<file path="src/cotm_consts.svh">
// constants for the converter on/off, trim and margin control block
`ifndef COTM_CONSTS_SVH
`define COTM_CONSTS_SVH
// command codes seen on the decoded command port
`define COTM_CMD_OPERATION 8'h01
`define COTM_CMD_ONOFF 8'h02
`define COTM_CMD_CLEAR 8'h03
`define COTM_CMD_RISE 8'h61
`define COTM_CMD_TRIM 8'hD4
`define COTM_CMD_MHIGH 8'hD5
`define COTM_CMD_MLOW 8'hD6
`define COTM_CMD_STATUS 8'h78
`define COTM_CMD_STCML 8'h7E
// reset values and the on/off configuration write mask
`define COTM_OP_RST 8'h80
`define COTM_CFG_RST 5'h14
`define COTM_CFG_WMASK 5'h1E
// operation byte fields
`define COTM_OP_ON 7
`define COTM_OP_MRG_HI 5
`define COTM_OP_MRG_LO 2
`define COTM_MRG_LOW_A 4'h5
`define COTM_MRG_LOW_B 4'h6
`define COTM_MRG_HIGH_A 4'h9
`define COTM_MRG_HIGH_B 4'hA
// on/off configuration fields
`define COTM_CFG_PWRUP 4
`define COTM_CFG_CMDRSP 3
`define COTM_CFG_PINRSP 2
`define COTM_CFG_PINPOL 1
`define COTM_CFG_PINOFF 0
// linear word layout: exponent above an 11-bit mantissa
`define COTM_EXP_HI 15
`define COTM_EXP_LO 11
`define COTM_MANT_HI 10
`define COTM_EXP_RISE 5'h1C
`define COTM_EXP_M9 5'h17
`define COTM_STEP_SIGN 14
// rise-time mantissas, 0.6 ms up to 9.0 ms
`define COTM_RISE_M0 11'h00A
`define COTM_RISE_M1 11'h00E
`define COTM_RISE_M2 11'h013
`define COTM_RISE_M3 11'h01D
`define COTM_RISE_M4 11'h02B
`define COTM_RISE_M5 11'h043
`define COTM_RISE_M6 11'h060
`define COTM_RISE_M7 11'h090
// limits in steps of 2^-9 V
`define COTM_TRIM_MIN 16'shFFC3
`define COTM_TRIM_MIN_LV 16'shFFD2
`define COTM_TRIM_MAX 16'sh001E
`define COTM_MH_MIN 16'shFFA4
`define COTM_MH_MAX 16'sh001E
`define COTM_ML_MIN 16'shFFC3
`define COTM_ML_MAX 16'sh0000
// reference code: nominal 600 mV in units of 2^-9/5 V
`define COTM_REF_NOM 16'sh0600
`define COTM_REF_SCALE 16'sh0005
// status bit positions
`define COTM_STB_CML 1
`define COTM_CML_INVAL 7
`endif

</file>
<file path="src/cotm_pkg.sv">
// types shared by the converter control block
`default_nettype none
package cotm_pkg;
  typedef enum logic [1:0] {MRG_OFF, MRG_LOW, MRG_HIGH} cotm_margin_t;
  typedef enum logic {OUT_OFF, OUT_ON} cotm_out_t;
endpackage : cotm_pkg
`default_nettype wire

</file>
<file path="src/cotm_pin_sync.sv">
// two-flop synchronisers for asynchronous pin levels
`timescale 1ns/100ps
`default_nettype none
module cotm_pin_sync #(
  parameter int W = 2
) (
  // clock and reset
  input wire logic core_clk,
  input wire logic rst,
  // pins in, synchronised levels out
  input wire logic [W-1:0] pinIn,
  output logic [W-1:0] pinSync
);
  if (W < 1) begin : g_chk
    $error("cotm_pin_sync: W must be at least 1");
  end

  // one pair of flops per pin; the first flop feeds only the second
  for (genvar i = 0; i < W; i++) begin : g_bit
    logic meta_r, meta_nxt, hold_r, hold_nxt;
    always_comb begin
      meta_nxt = pinIn[i];
      hold_nxt = meta_r;
    end
    always_ff @(posedge core_clk) begin
      if (rst) begin
        meta_r <= 1'b0;
        hold_r <= 1'b0;
      end else begin
        meta_r <= meta_nxt;
        hold_r <= hold_nxt;
      end
    end
    assign pinSync[i] = hold_r;
  end
endmodule : cotm_pin_sync
`default_nettype wire

</file>
<file path="src/cotm_ref_calc.sv">
// internal reference computation from trim and margin steps
`timescale 1ns/100ps
`default_nettype none
`include "cotm_consts.svh"
module cotm_ref_calc #(
  parameter int TRIM_W = 7,
  parameter int REF_W = 12
) (
  // settings
  input wire cotm_pkg::cotm_margin_t margin,
  input wire logic signed [TRIM_W-1:0] trim,
  input wire logic [15:0] stepHigh,
  input wire logic [15:0] stepLow,
  input wire logic lowVout,
  // reference code, units of 2^-9/5 V
  output logic [REF_W-1:0] refCode
);
  if (TRIM_W < 7 || TRIM_W > 10 || REF_W < 11 || REF_W > 16) begin : g_chk
    $error("cotm_ref_calc: unsupported width");
  end

  logic signed [15:0] step, net, lo, hi, clamped, sum;

  // only the reference moves; the divider is never touched
  always_comb begin
    step = 16'sh0000;
    lo = `COTM_TRIM_MIN;
    hi = `COTM_TRIM_MAX;
    case (margin)
      cotm_pkg::MRG_HIGH: begin
        step = {stepHigh[`COTM_STEP_SIGN], stepHigh[14:0]};
        lo = `COTM_MH_MIN;
        hi = `COTM_MH_MAX;
      end
      cotm_pkg::MRG_LOW: begin
        step = {stepLow[`COTM_STEP_SIGN], stepLow[14:0]};
        lo = `COTM_ML_MIN;
        hi = `COTM_ML_MAX;
      end
      default: ;
    endcase
    // floor for the lowest output setting keeps the output above its minimum
    if (lowVout && lo < `COTM_TRIM_MIN_LV) begin
      lo = `COTM_TRIM_MIN_LV;
    end
    net = step + 16'(trim);
    clamped = (net < lo) ? lo : ((net > hi) ? hi : net);
    sum = `COTM_REF_NOM + 16'(clamped * `COTM_REF_SCALE);
    refCode = sum[REF_W-1:0];
  end
endmodule : cotm_ref_calc
`default_nettype wire

</file>
<file path="src/cotm_ctrl.sv">
// converter on/off, soft-start, trim and margin control (top)
`timescale 1ns/100ps
`default_nettype none
`include "cotm_consts.svh"
module cotm_ctrl #(
  parameter int TRIM_W = 7,
  parameter int REF_W = 12
) (
  // clock and reset
  input wire logic core_clk,
  input wire logic rst,
  // asynchronous pins
  input wire logic remoteEnablePin,
  input wire logic inputPowerOk,
  input wire logic lowVoutStrap,
  // decoded command writes, checksum already verified upstream
  input wire logic cmdWrite,
  input wire logic [7:0] cmdCode,
  input wire logic [15:0] cmdData,
  // readback
  input wire logic [7:0] rdCode,
  output logic [15:0] rdData,
  // converter controls
  output logic outputEnable,
  output logic [REF_W-1:0] refCode,
  output logic [2:0] riseSel,
  // alert, open drain
  output logic smbAlertOut,
  output logic smbAlertOe
);
  if (TRIM_W < 7 || TRIM_W > 10 || REF_W < 11 || REF_W > 16) begin : g_chk
    $error("cotm_ctrl: unsupported width");
  end

  localparam logic [10:0] RISE_TAB [8] = '{`COTM_RISE_M0, `COTM_RISE_M1,
    `COTM_RISE_M2, `COTM_RISE_M3, `COTM_RISE_M4, `COTM_RISE_M5,
    `COTM_RISE_M6, `COTM_RISE_M7};

  logic [7:0] op_r, op_nxt;
  logic [4:0] cfg_r, cfg_nxt;
  logic signed [TRIM_W-1:0] trim_r, trim_nxt;
  logic [15:0] mHigh_r, mHigh_nxt, mLow_r, mLow_nxt;
  logic [2:0] rise_r, rise_nxt;
  logic cml_r, cml_nxt, inval_r, inval_nxt;
  cotm_pkg::cotm_out_t out_r, out_nxt;
  logic [REF_W-1:0] ref_r, ref_nxt, refCalc;
  logic [15:0] rd_r, rd_nxt;
  logic trimBad, riseBad, riseHit, pinAsserted, wantOn;
  logic [1:0] syncIn, syncOut;
  logic pinS, pwrS, lowVS;
  logic signed [15:0] trimIn;
  logic [7:0] stByte, stCml;
  cotm_pkg::cotm_margin_t mrg;

  // pin levels cross into the core clock here
  assign syncIn = {inputPowerOk, remoteEnablePin};
  cotm_pin_sync #(.W(2)) u_sync (
    .core_clk(core_clk),
    .rst(rst),
    .pinIn(syncIn),
    .pinSync(syncOut)
  );
  assign pinS = syncOut[0];
  assign pwrS = syncOut[1];

  // strap is a slow level but still from outside, so it is synchronised too
  cotm_pin_sync #(.W(1)) u_strap (
    .core_clk(core_clk),
    .rst(rst),
    .pinIn(lowVoutStrap),
    .pinSync(lowVS)
  );

  // command writes update the settings
  always_comb begin
    op_nxt = op_r;
    cfg_nxt = cfg_r;
    trim_nxt = trim_r;
    mHigh_nxt = mHigh_r;
    mLow_nxt = mLow_r;
    rise_nxt = rise_r;
    trimBad = 1'b0;
    riseBad = 1'b0;
    riseHit = 1'b0;
    trimIn = {{5{cmdData[`COTM_MANT_HI]}}, cmdData[`COTM_MANT_HI:0]};
    if (cmdWrite) begin
      case (cmdCode)
        `COTM_CMD_OPERATION: op_nxt = cmdData[7:0];
        // read-only bit keeps its value whatever the host sends
        `COTM_CMD_ONOFF: cfg_nxt = (cfg_r & ~`COTM_CFG_WMASK)
            | (cmdData[4:0] & `COTM_CFG_WMASK);
        `COTM_CMD_RISE: begin
          for (int i = 0; i < 8; i++) begin
            if (cmdData[`COTM_MANT_HI:0] == RISE_TAB[i]) begin
              rise_nxt = 3'(i);
              riseHit = 1'b1;
            end
          end
          // wrong exponent or an unlisted mantissa leaves the old choice
          if (cmdData[`COTM_EXP_HI:`COTM_EXP_LO] != `COTM_EXP_RISE || !riseHit) begin
            rise_nxt = rise_r;
            riseBad = 1'b1;
          end
        end
        `COTM_CMD_TRIM: begin
          if (cmdData[`COTM_EXP_HI:`COTM_EXP_LO] != `COTM_EXP_M9) begin
            trimBad = 1'b1;
          end else if (trimIn < (lowVS ? `COTM_TRIM_MIN_LV : `COTM_TRIM_MIN)) begin
            trim_nxt = lowVS ? TRIM_W'(`COTM_TRIM_MIN_LV) : TRIM_W'(`COTM_TRIM_MIN);
            trimBad = 1'b1;
          end else if (trimIn > `COTM_TRIM_MAX) begin
            trim_nxt = TRIM_W'(`COTM_TRIM_MAX);
            trimBad = 1'b1;
          end else begin
            trim_nxt = TRIM_W'(trimIn);
          end
        end
        `COTM_CMD_MHIGH: mHigh_nxt = {1'b0, cmdData[14:0]};
        `COTM_CMD_MLOW: mLow_nxt = {1'b0, cmdData[14:0]};
        default: ;
      endcase
    end
  end

  always_ff @(posedge core_clk) begin
    if (rst) begin
      op_r <= `COTM_OP_RST;
      cfg_r <= `COTM_CFG_RST;
      trim_r <= '0;
      mHigh_r <= 16'h0000;
      mLow_r <= 16'h0000;
      rise_r <= 3'h0;
    end else begin
      op_r <= op_nxt;
      cfg_r <= cfg_nxt;
      trim_r <= trim_nxt;
      mHigh_r <= mHigh_nxt;
      mLow_r <= mLow_nxt;
      rise_r <= rise_nxt;
    end
  end

  // sticky fault flags; a new fault in the clearing cycle still sets
  always_comb begin
    cml_nxt = cml_r;
    inval_nxt = inval_r;
    if (cmdWrite && cmdCode == `COTM_CMD_CLEAR) begin
      cml_nxt = 1'b0;
      inval_nxt = 1'b0;
    end
    if (trimBad || riseBad) begin
      cml_nxt = 1'b1;
      inval_nxt = 1'b1;
    end
  end

  always_ff @(posedge core_clk) begin
    if (rst) begin
      cml_r <= 1'b0;
      inval_r <= 1'b0;
    end else begin
      cml_r <= cml_nxt;
      inval_r <= inval_nxt;
    end
  end

  // margin mode from operation bits 5:2; unlisted codes run unmargined
  always_comb begin
    case (op_r[`COTM_OP_MRG_HI:`COTM_OP_MRG_LO])
      `COTM_MRG_LOW_A, `COTM_MRG_LOW_B: mrg = cotm_pkg::MRG_LOW;
      `COTM_MRG_HIGH_A, `COTM_MRG_HIGH_B: mrg = cotm_pkg::MRG_HIGH;
      default: mrg = cotm_pkg::MRG_OFF;
    endcase
  end

  cotm_ref_calc #(.TRIM_W(TRIM_W), .REF_W(REF_W)) u_ref (
    .margin(mrg),
    .trim(trim_r),
    .stepHigh(mHigh_r),
    .stepLow(mLow_r),
    .lowVout(lowVS),
    .refCode(refCalc)
  );

  // on/off decision from policy, pin and command
  assign pinAsserted = cfg_r[`COTM_CFG_PINPOL] ? pinS : ~pinS;
  assign wantOn = pwrS && (!cfg_r[`COTM_CFG_PWRUP]
    || ((!cfg_r[`COTM_CFG_PINRSP] || pinAsserted)
    && (!cfg_r[`COTM_CFG_CMDRSP] || op_r[`COTM_OP_ON])));

  // status views for readback
  always_comb begin
    stByte = 8'h00;
    stCml = 8'h00;
    stByte[`COTM_STB_CML] = cml_r;
    stCml[`COTM_CML_INVAL] = inval_r;
  end

  // output state, reference and readback data
  always_comb begin
    case (out_r)
      cotm_pkg::OUT_OFF: out_nxt = wantOn ? cotm_pkg::OUT_ON : cotm_pkg::OUT_OFF;
      cotm_pkg::OUT_ON: out_nxt = wantOn ? cotm_pkg::OUT_ON : cotm_pkg::OUT_OFF;
      default: out_nxt = cotm_pkg::OUT_OFF;
    endcase
    ref_nxt = refCalc;
    case (rdCode)
      `COTM_CMD_OPERATION: rd_nxt = {8'h00, op_r};
      `COTM_CMD_ONOFF: rd_nxt = {11'h000, cfg_r};
      `COTM_CMD_RISE: rd_nxt = {`COTM_EXP_RISE, RISE_TAB[rise_r]};
      `COTM_CMD_TRIM: rd_nxt = {`COTM_EXP_M9, 11'(trim_r)};
      `COTM_CMD_MHIGH: rd_nxt = mHigh_r;
      `COTM_CMD_MLOW: rd_nxt = mLow_r;
      `COTM_CMD_STATUS: rd_nxt = {8'h00, stByte};
      `COTM_CMD_STCML: rd_nxt = {8'h00, stCml};
      default: rd_nxt = 16'h0000;
    endcase
  end

  always_ff @(posedge core_clk) begin
    if (rst) begin
      out_r <= cotm_pkg::OUT_OFF;
      ref_r <= REF_W'(`COTM_REF_NOM);
      rd_r <= 16'h0000;
    end else begin
      out_r <= out_nxt;
      ref_r <= ref_nxt;
      rd_r <= rd_nxt;
    end
  end

  assign outputEnable = (out_r == cotm_pkg::OUT_ON);
  assign refCode = ref_r;
  assign riseSel = rise_r;
  assign rdData = rd_r;
  assign smbAlertOut = 1'b0;
  assign smbAlertOe = cml_r;
endmodule : cotm_ctrl
`default_nettype wire

</file>
<file path="config.mk">
export PLATFORM = sky130hd
export DESIGN_NAME = cotm_ctrl
export DESIGN_NICKNAME = d
export VERILOG_FILES = /design/src/cotm_pkg.sv /design/src/cotm_pin_sync.sv /design/src/cotm_ref_calc.sv /design/src/cotm_ctrl.sv
export VERILOG_INCLUDE_DIRS = /design/src
export SDC_FILE = /design/constraint.sdc
export NUM_CORES = 1
export LEC_CHECK = 0
export ABC_AREA = 1
export BUFFER_PORTS_ARGS = -buffer_cell sky130_fd_sc_hd__buf_4
export CAP_MARGIN = 40
export CORE_UTILIZATION = 60
export DETAILED_ROUTE_END_ITERATION = 12
export PLACE_DENSITY_LB_ADDON = 0.12
export SLEW_MARGIN = 20
export SYNTH_ARGS = -nofsm -noshare
export SYNTH_HDL_FRONTEND = slang
export SYNTH_HIERARCHICAL = 1
export SYNTH_SLANG_ARGS = --single-unit
export TNS_END_PERCENT = 10
</file>
<file path="constraint.sdc">
create_clock -name core_clk -period 7.1 [get_ports core_clk]
set_clock_uncertainty 0.05 [all_clocks]
set_input_delay 0 -clock core_clk [delete_from_list [all_inputs] [get_ports core_clk]]
set_output_delay 0 -clock core_clk [all_outputs]
set_load 0.01 [all_outputs]
</file>
# After elaboration in Yosys (flattened, before gate mapping)
# Memory sizes are Yosys's and may differ from the RTL's.
# Cells that the tools add are included.
# word_totals
in_bits,38
memories,1
elab_cells,129
regBits,89
romBits,88
# mem_list
name,words,width,rd,rd_ports_with_merged_regs,write_ports,line,text
(no name shown),8,11,1,0,0,cotm_ctrl.sv:210,"`COTM_CMD_RISE: rd_nxt = {`COTM_EXP_RISE, RISE_TAB[rise_r]};"
# classes
n_lt_le_gt_ge,6
multipliers,1
eq_ne,31
bitwise,5
n_addsub,2
reduce_logical,23
muxes,44
# op_table
op,n
16-bit one-hot mux with 8 select lines,1
"8-bit == test, second input constant",6
"8-bit by 7-bit == test with 1-bit output, second input constant",4
16-bit 2-to-1 mux,2
16-bit one-hot mux with 2 select lines,1
7-bit 2-to-1 mux,4
"8-bit by 2-bit == test with 1-bit output, second input constant",3
3-bit 2-to-1 mux,8
"11-bit by 4-bit == test with 1-bit output, second input constant",2
"11-bit by 5-bit == test with 1-bit output, second input constant",2
"11-bit by 7-bit == test with 1-bit output, second input constant",2
1-bit 2-to-1 mux,22
11-bit 2-to-1 mux,2
16-bit by 7-bit adder with 16-bit output,1
"8-bit by 1-bit == test with 1-bit output, second input constant",2
16-bit by 6-bit greater-than comparator with 1-bit output,1
16-bit by 8-bit < comparator with 1-bit output,1
"16-bit by 4-bit multiplier with 12-bit output, second input constant",1
5-bit 2-to-1 mux,3
"12-bit adder, first input constant",1
"11-bit by 6-bit == test with 1-bit output, second input constant",1
"11-bit by 8-bit == test with 1-bit output, second input constant",1
"11-bit by 6-bit greater-than comparator with 1-bit output, second input constant",1
11-bit by 7-bit < comparator with 1-bit output,1
other kinds (20),39

# Logic depth before layout (Yosys ltp)
# Gate-level depths: netlist (run 1).
# depth
word_depth,18
ltp_mapped,44
ltp_nobuf,42

# By module
# Netlist (run 1), hierarchy kept.
# by_module_without_submodules
module,area_each_um2,cells_each,n_inst
cotm_ctrl,3881.2,553,1
cotm_ref_calc,2218.4,386,1
cotm_pin_sync (u_sync),125.1,14,1
cotm_pin_sync (u_strap),55.1,6,1

# Least setup slack after synthesis (run 1)
# Ideal clock, no wire load.
# synth_path
path_type,register -> register
from,reg op_r[2]
to,reg ref_r[10] (netlist: refCode[10])
required_ns,6.927
arrival_ns,5.575
stages_incl_launch_ff,35
slack_ns,1.352
path_cell_list,dfxtp_1 > xnor2_1 > nor3_1 > inv_1 > ha_1 > clkbuf_1 > clkbuf_1 > nand2_1 > a21oi_1 > fa_1 > nand2_1 > nand2_1 > nand2_1 > xnor2_1 > ha_1 > nand2_1 > o21bai_1 > a21oi_1 > nor2_1 > nand3_1 > nor2_1 > nand3_1 > nand3_2 > nand2_1 > o21ai_0 > ha_1 > ha_1 > ha_1 > inv_1 > fa_1 > o21ai_0 > a21oi_1 > o21ai_0 > xor2_1 > or2_2
# synth_between
elab_chain_len,12
# synth_lines
element,line,text
from (decl),cotm_ctrl.sv:39,"logic [7:0] op_r, op_nxt;"
from (signal assigned),cotm_ctrl.sv:127,op_r <= `COTM_OP_RST;
from (signal assigned),cotm_ctrl.sv:134,op_r <= op_nxt;
4-bit == test or 4-bit by 3-bit == test with 1-bit output (tied branches),cotm_ctrl.sv:169,case (op_r[`COTM_OP_MRG_HI:`COTM_OP_MRG_LO])
2-bit OR reduction,cotm_ctrl.sv:169,
2-bit one-hot mux with 2 select lines *,cotm_ctrl.sv:169,
net mrg[1],cotm_ctrl.sv:53,cotm_pkg::cotm_margin_t mrg;
branches (longest 6 deep; another with 16-bit by 7-bit adder with 16-bit output),--,
16-bit 2-to-1 mux *,cotm_ref_calc.sv:47,clamped = (net < lo) ? lo : ((net > hi) ? hi : net);
16-bit by 4-bit multiplier with 12-bit output (no line) *,--,
12-bit adder (no line) *,--,
net refCalc[10],cotm_ctrl.sv:46,"logic [REF_W-1:0] ref_r, ref_nxt, refCalc;"
to (signal assigned),cotm_ctrl.sv:223,ref_r <= REF_W'(`COTM_REF_NOM);
to (signal assigned),cotm_ctrl.sv:227,ref_r <= ref_nxt;
to (decl),cotm_ctrl.sv:46,
# Mark *: on every way through the listed nets, which the timed path passes.
# A chain may end at the register's enable or synchronous reset.

# Worst setup path after layout (run 1)
# layout_path
from,reg op_r[4]
to,reg ref_r[10] (netlist: refCode[10])
# The elaborated chain is that of the path after synthesis.

==> impl_results.md, run 1 <==
- Global route hottest layer: met2
- Relative slew slack: 44.8%
- CTS Sinks: 88
- Post-synth top flop: dfxtp_1
- FP Rows: 36
- Synth area leader: dfxtp_1
- Required @ worst endpoint: 7.31 ns
- Fill count: 858
- Ports: 72
- Commonest non-fill, non-tap cell in the layout: nand2_1
- Antenna Nets Post-Route: 0
- Layout cells sized above 1: 13.1%
- # DRC: 0
- Slowest CP cell: ha_1
- GRT Overall Usage: 30.9%
- PwrDens: 130 mW/mm^2
- H-tree level count: 3
- Clock Latency Late Sink: 0.37 ns
- Number of DRC markers in iteration 0: 464
- Final Power: 0.949 mW
- Clock-pin slew on the worst setup and hold paths: 0.09 ns
- Final RePlAce weighted congestion: 0.908
- Fraction of the mapped netlist area in adder cells: 11.1%
- Number of hold violations in the final report: 0
- Synth Area in XOR/XNOR: 2.25%
- Via count: 6344
- Max Freq: 154 MHz
- Async set or reset register ratio after synthesis: 0%
- Sequential area share after synthesis: 28.1%
- Grt ovf: 0
- Final Max Slew Viols: 0
- Area Growth Syn to Fin: 16.5%
- Top area cells in the synthesized netlist: dfxtp_1 (28%), nand2_1 (14%), ha_1 (10%)
- Endpoint class of the critical path: register
- Wire length per cell: 13.8 um
- Synth Area in Compound Gates: 14.9%
- Tcrit/Tclk final: 91.4%
- Unrepaired setup endpoints after global routing: no
- Final min period: 6.49 ns
- DIE AREA: 0.0109 mm^2
- Clk buf depth: 2
- Met1 Track Usage GR: 41.1%
- Post-CTS resize count: 0
- DRT Pass-1 Iters: 5
- Post-synth top area share: 28.1%
- M2 GR Usage: 51.4%
- P_leak: 3.60 nW
- Most frequent CP cell: nand2_1
- Crit path kind: reg -> reg
- CTS tree: done
- Max_cap viols: 0
- Post-synthesis mux area share: 0%
- Antenna diodes: 0
- Mapped cell area: 0.00628 mm^2
- First-pass GRT wire length: 27500 um
- Syn Area/Cell: 6.55 um^2
- Worst slew pin tran: 0.828 ns
- Largest stage delay on the critical path: 0.73 ns
- Met3 GRT Util: 6.02%
- Ys Warns: 6
- IO buf count: 70
- Commonest cells after routing, fill and taps aside: nand2_1 (237), inv_1 (150), a21oi_1 (97)
- Die Height: 104 um
- Vias in the first global route: 5987
- Final cell count without fillers: 1179
- Post-synth net total: 1051
- Root Buffer: clkbuf_8
- TritonCTS Buffers: 9
- Main combinational cell family by area after synthesis: simple AND/OR/NAND/NOR gates
- Initial Utilization: 63.1%
- Worst Hold Class: in -> reg
- Arrival time at the worst endpoint: 6.70 ns
- Post-Synth Simple-Gate Area: 31.9%
- # setup viols final: 0
- Mapped Cells: 959
- Flops & latches, synth: 88
- Vias/cell: 5.38
- Chip Width: 104 um
- Sum Neg Setup Slack: 0 ns
- Nets: 1133
- Initial antenna violation count: 0
- CP max FO: 20
- Hold slack: 0.00938 ns
- Placed cells: 1139
- Total core area: 0.00995 mm^2
- Dpl cell area: 0.00686 mm^2
- Peak VDD IR: 0.151 mV
- CP Launch Type: register
- Number of synthesized flops with an enable pin: 0
- Yosys cell types: 46
- Design Area, Final: 0.00731 mm^2
- Largest net degree at the start of global routing: 58
- WL final: 16300 um
- Outcome: finished, final reports clean
- Post-DP HPWL: 12300 um
==> sequential cells by signal (all words and copies together) (netlist names) <==
signal                  flops
rdData                     16
mHigh_r                    15
op_r                        8
u_strap/pinSync             1
u_strap/g_bit.hold_nxt      1
outputEnable                1
mLow_r                     15
riseSel                     3
refCode                    12
trim_r                      7
inval_r                     1
cfg_r                       4
u_sync/g_bit.hold_r         2
u_sync/g_bit.hold_nxt       2
==> synthesized netlist by cell type (10+ instances only) <==
cell      instances
nand2_1         237
inv_1           150
a21oi_1          97
dfxtp_1          88
nor2_1           87
o21ai_0          62
ha_1             51
nand3_1          46
clkbuf_1         15
nor3_1           13
nand4_1          12
nand2_2          10
==> per-layer routing <==
| layer | wire [um] | share of wire [%] |
|---|---|---|
| met3 | 1330 | 8.2 |
| met2 | 7460 | 46 |
| met4 | 230 | 1.4 |
| met1 | 7300 | 45 |
| met5 | 0 | 0 |
==> report_power, final <==
group / switching (mW) / internal, mW / leakage (nW)
combinational: 0.0454 / 0.0323 / 2.78
clock: 0.196 / 0.178 / 0.110
sequential: 0.00121 / 0.496 / 0.710
==> worst paths after layout <==
path,slack (ns),end,cells after the start,start
max reg2reg,0.61,refCode[10]$_SDFF_PP1_,32,op_r[4]$_SDFFE_PP0P_
max,0.61,refCode[10]$_SDFF_PP1_,32,op_r[4]$_SDFFE_PP0P_
min reg2reg,0.36,u_sync/g_bit[0].hold_r$_SDFF_PP0_,2,u_sync/g_bit[0].hold_nxt$_SDFF_PP0_
min,0.009,trim_r[4]$_SDFFE_PP0P_,6,cmdCode[0]
==> worst max-delay path, delay by kind of cell, from the launching register on <==
| family | cells | cell delay (ns) |
|---|---|---|
| AOI/OAI and AO/OA | 7 | 1.24 |
| xor gates and xnor gates | 2 | 0.36 |
| adders and majority gates | 8 | 2.69 |
| buffers and inverters | 1 | 0.06 |
| DFF | 1 | 0.40 |
| and+or+nand+nor | 14 | 1.57 |
==> what timing repair did <==
item / in CTS / in global routing
buffers inserted: 0 / 0
endpoints found under the hold margin: 64 / 0
endpoints found under the setup margin: 0 / 0
hold buffers: 24 / 0
==> final cells by class <==
type                       instances  area (um^2)  area share (%)
timing repair buffer              96          788            10.8
clock inverter                     6         72.6           0.992
inverter                         159          606            8.28
tap                              133          166            2.28
multi-input combinational        687         3780            51.7
sequential                        88         1760            24.1
clock buffer                      10          138            1.88
==> metrics by stage <==
stage,setup slack [ns],utilization (%)
after floorplan,1.35,-
after global placement,1.03,68.8
after detailed placement,0.700,69.0
after CTS,0.642,73.5
after global routing,0.0115,73.5
final,0.607,73.5
==> kinds of logic (layout without fill, tap and decap cells) <==
kind of cell / Yosys count / after routing
simple gates: 439 / 439
other cells: 1 / 1
flops: 88 / 88
xor+xnor: 14 / 14
fa+ha+maj: 54 / 54
buf+inv: 184 / 271
compound gates: 179 / 179
Power figures use the tool's default switching activity.
==> run 2: changes to the inputs <==
--- a/config.mk
+++ b/config.mk
@@ -9,6 +9,8 @@
 export ABC_AREA = 1
 export BUFFER_PORTS_ARGS = -buffer_cell sky130_fd_sc_hd__buf_4
 export CAP_MARGIN = 40
+export CORE_ASPECT_RATIO = 0.6
+export CORE_MARGIN = 1.5
 export CORE_UTILIZATION = 60
 export DETAILED_ROUTE_END_ITERATION = 12
 export PLACE_DENSITY_LB_ADDON = 0.12
==> impl_results.md, run 2 (synthesized netlist as in run 1, its figures left out) <==
- Placed cells: 1142
- CTS tree: done
- Root Buffer: clkbuf_16
- Largest net degree at the start of global routing: 57
- Sequential standard cell area: 0.00176 mm^2
- Unrepaired setup endpoints after global routing: no
- Final cell count without fillers: 1183
- # setup viols final: 0
- Pre-CTS setup slack: 0.661 ns
- GRT Overall Usage: 32.7%
- Peak VDD IR: 0.121 mV
- # DRC: 0
- TritonCTS Buffers: 9
- Layout cells sized above 1: 13.4%
- Final RePlAce weighted congestion: 0.970
- Initial Utilization: 62.7%
- Area Growth Syn to Fin: 18.7%
- Max Freq: 158 MHz
- Crit path kind: reg -> reg
- PwrDens: 148 mW/mm^2
- Final min period: 6.35 ns
- Max_cap viols: 0
- Most frequent CP cell: nand2_1
- Fill count: 820
- Die Height: 82.2 um
- Commonest non-fill, non-tap cell in the layout: nand2_1
- Relative slew slack: 53.5%
- Final core utilization: 74.4%
- Met1 Track Usage GR: 47.9%
- Endpoint class of the critical path: register
- Chip Width: 135 um
- IO buf count: 70
- Sum Neg Setup Slack: 0 ns
- DRT Pass-1 Iters: 5
- Clock-pin slew on the worst setup and hold paths: 0.07 ns
- Clk buf depth: 2
- Total core area: 0.0100 mm^2
- Max FFs per register: 16
- CTS Sinks: 88
- Met3 GRT Util: 7.69%
- Final Max Slew Viols: 0
- Commonest cells after routing, fill and taps aside: nand2_1 (237), inv_1 (150), a21oi_1 (97)
- Initial antenna violation count: 0
- Post-DP HPWL: 12900 um
- First-pass GRT wire length: 28200 um
- Antenna Nets Post-Route: 0
- Antenna diodes: 0
- CP Launch Type: register
- Multi-input logic area: 0.00379 mm^2
- Clock Latency Late Sink: 0.35 ns
- Final Power: 1.10 mW
- Required @ worst endpoint: 7.29 ns
- Outcome: finished, final reports clean
- CP max FO: 16
- Worst Hold Class: in -> reg
- Largest stage delay on the critical path: 0.47 ns
- Vias/cell: 5.53
- Setup WS post-layout: 0.754 ns
- H-tree level count: 3
- DIE AREA: 0.0111 mm^2
- Nets: 1135
- M2 GR Usage: 48.8%
- P_leak: 3.65 nW
- Via count: 6547
- WL final: 17300 um
- Vias in the first global route: 5817
- Number of hold violations in the final report: 0
- Number of DRC markers in iteration 0: 764
- Ports: 72
- Tcrit/Tclk final: 89.4%
- Arrival time at the worst endpoint: 6.54 ns
- FP Rows: 28
- Wire length per cell: 14.6 um
- Worst slew pin tran: 0.693 ns
- Slowest CP cell: ha_2
- Global route hottest layer: met2
- Grt ovf: 0
run 2: cell types whose count changed in the layout (fill, tap and decap cells not counted):
cell and delta:
clkbuf_8 -10, clkbuf_16 +9, ha_1 -2, ha_2 +2
buf_4 +1, bufinv_16 +1, clkinv_4 +1, dlygate4sd3_1 +1
inv_8 -1
run 2: area by class of cell:
type / instances / share of cell area [%]
flip-flops and latches: 88 / 23.6
repair buffers: 98 / 10.8
clock buffers: 9 / 3.02
clock inverters: 7 / 1.34
well taps: 135 / 2.27
multi-input cells: 687 / 50.8
inverters: 159 / 8.12
run 2: where the power goes:
group | leakage, nW | internal (mW) | total [mW] | switching (mW)
clock | 0.161 | 0.312 | 0.523 | 0.211
sequential | 0.710 | 0.496 | 0.497 | 0.00133
combinational | 2.78 | 0.0331 | 0.0804 | 0.0473
total | 3.65 | 0.841 | 1.10 | 0.260
run 2: per-layer routing:
metal | share of wire [%] | up-vias
met2 | 40 | 348
met5 | 0 | -
met1 | 48 | 2940
met3 | 12 | 21
met4 | 1.1 | 0
li1 | - | 3238
run 2: what timing repair did:
| item | CTS | global route |
|---|---|---|
| hold buffers | 25 | 0 |
| setup buffers | 0 | 0 |
| gates resized for setup | 0 | 2 |
| hold endpoints to repair | 54 | 0 |
| setup endpoints to repair | 0 | 1 |
run 2: stage by stage:
stage / area, um^2 / hold slack (ns)
after global routing: 7450 / 0.0821
after global placement: 6860 / 0.150
after floorplan: 6280 / 0.0212
after CTS: 7450 / 0.0340
final: 7450 / 0.0455
after detailed placement: 6870 / 0.156
run 2: worst paths after layout:
check	from	endpoint	slack (ns)	cells past startpoint
worst max-delay path	op_r[2]$_SDFFE_PP0P_	refCode[10]$_SDFF_PP1_	0.75	32
worst min register to register	u_sync/g_bit[0].hold_nxt$_SDFF_PP0_	u_sync/g_bit[0].hold_r$_SDFF_PP0_	0.35	2
worst min-delay path	cmdWrite	trim_r[4]$_SDFFE_PP0P_	0.05	5
worst max register to register	op_r[2]$_SDFFE_PP0P_	refCode[10]$_SDFF_PP1_	0.75	32
run 2: worst max-delay path: cells and delay by family (launching register included):
| family | cells | cell delay [ns] |
|---|---|---|
| xor gates and xnor gates | 3 | 0.55 |
| DFF | 1 | 0.33 |
| buffers and inverters | 1 | 0.06 |
| and+or+nand+nor | 13 | 1.59 |
| adders and majority gates | 8 | 2.43 |
| AOI/OAI and AO/OA | 7 | 1.21 |
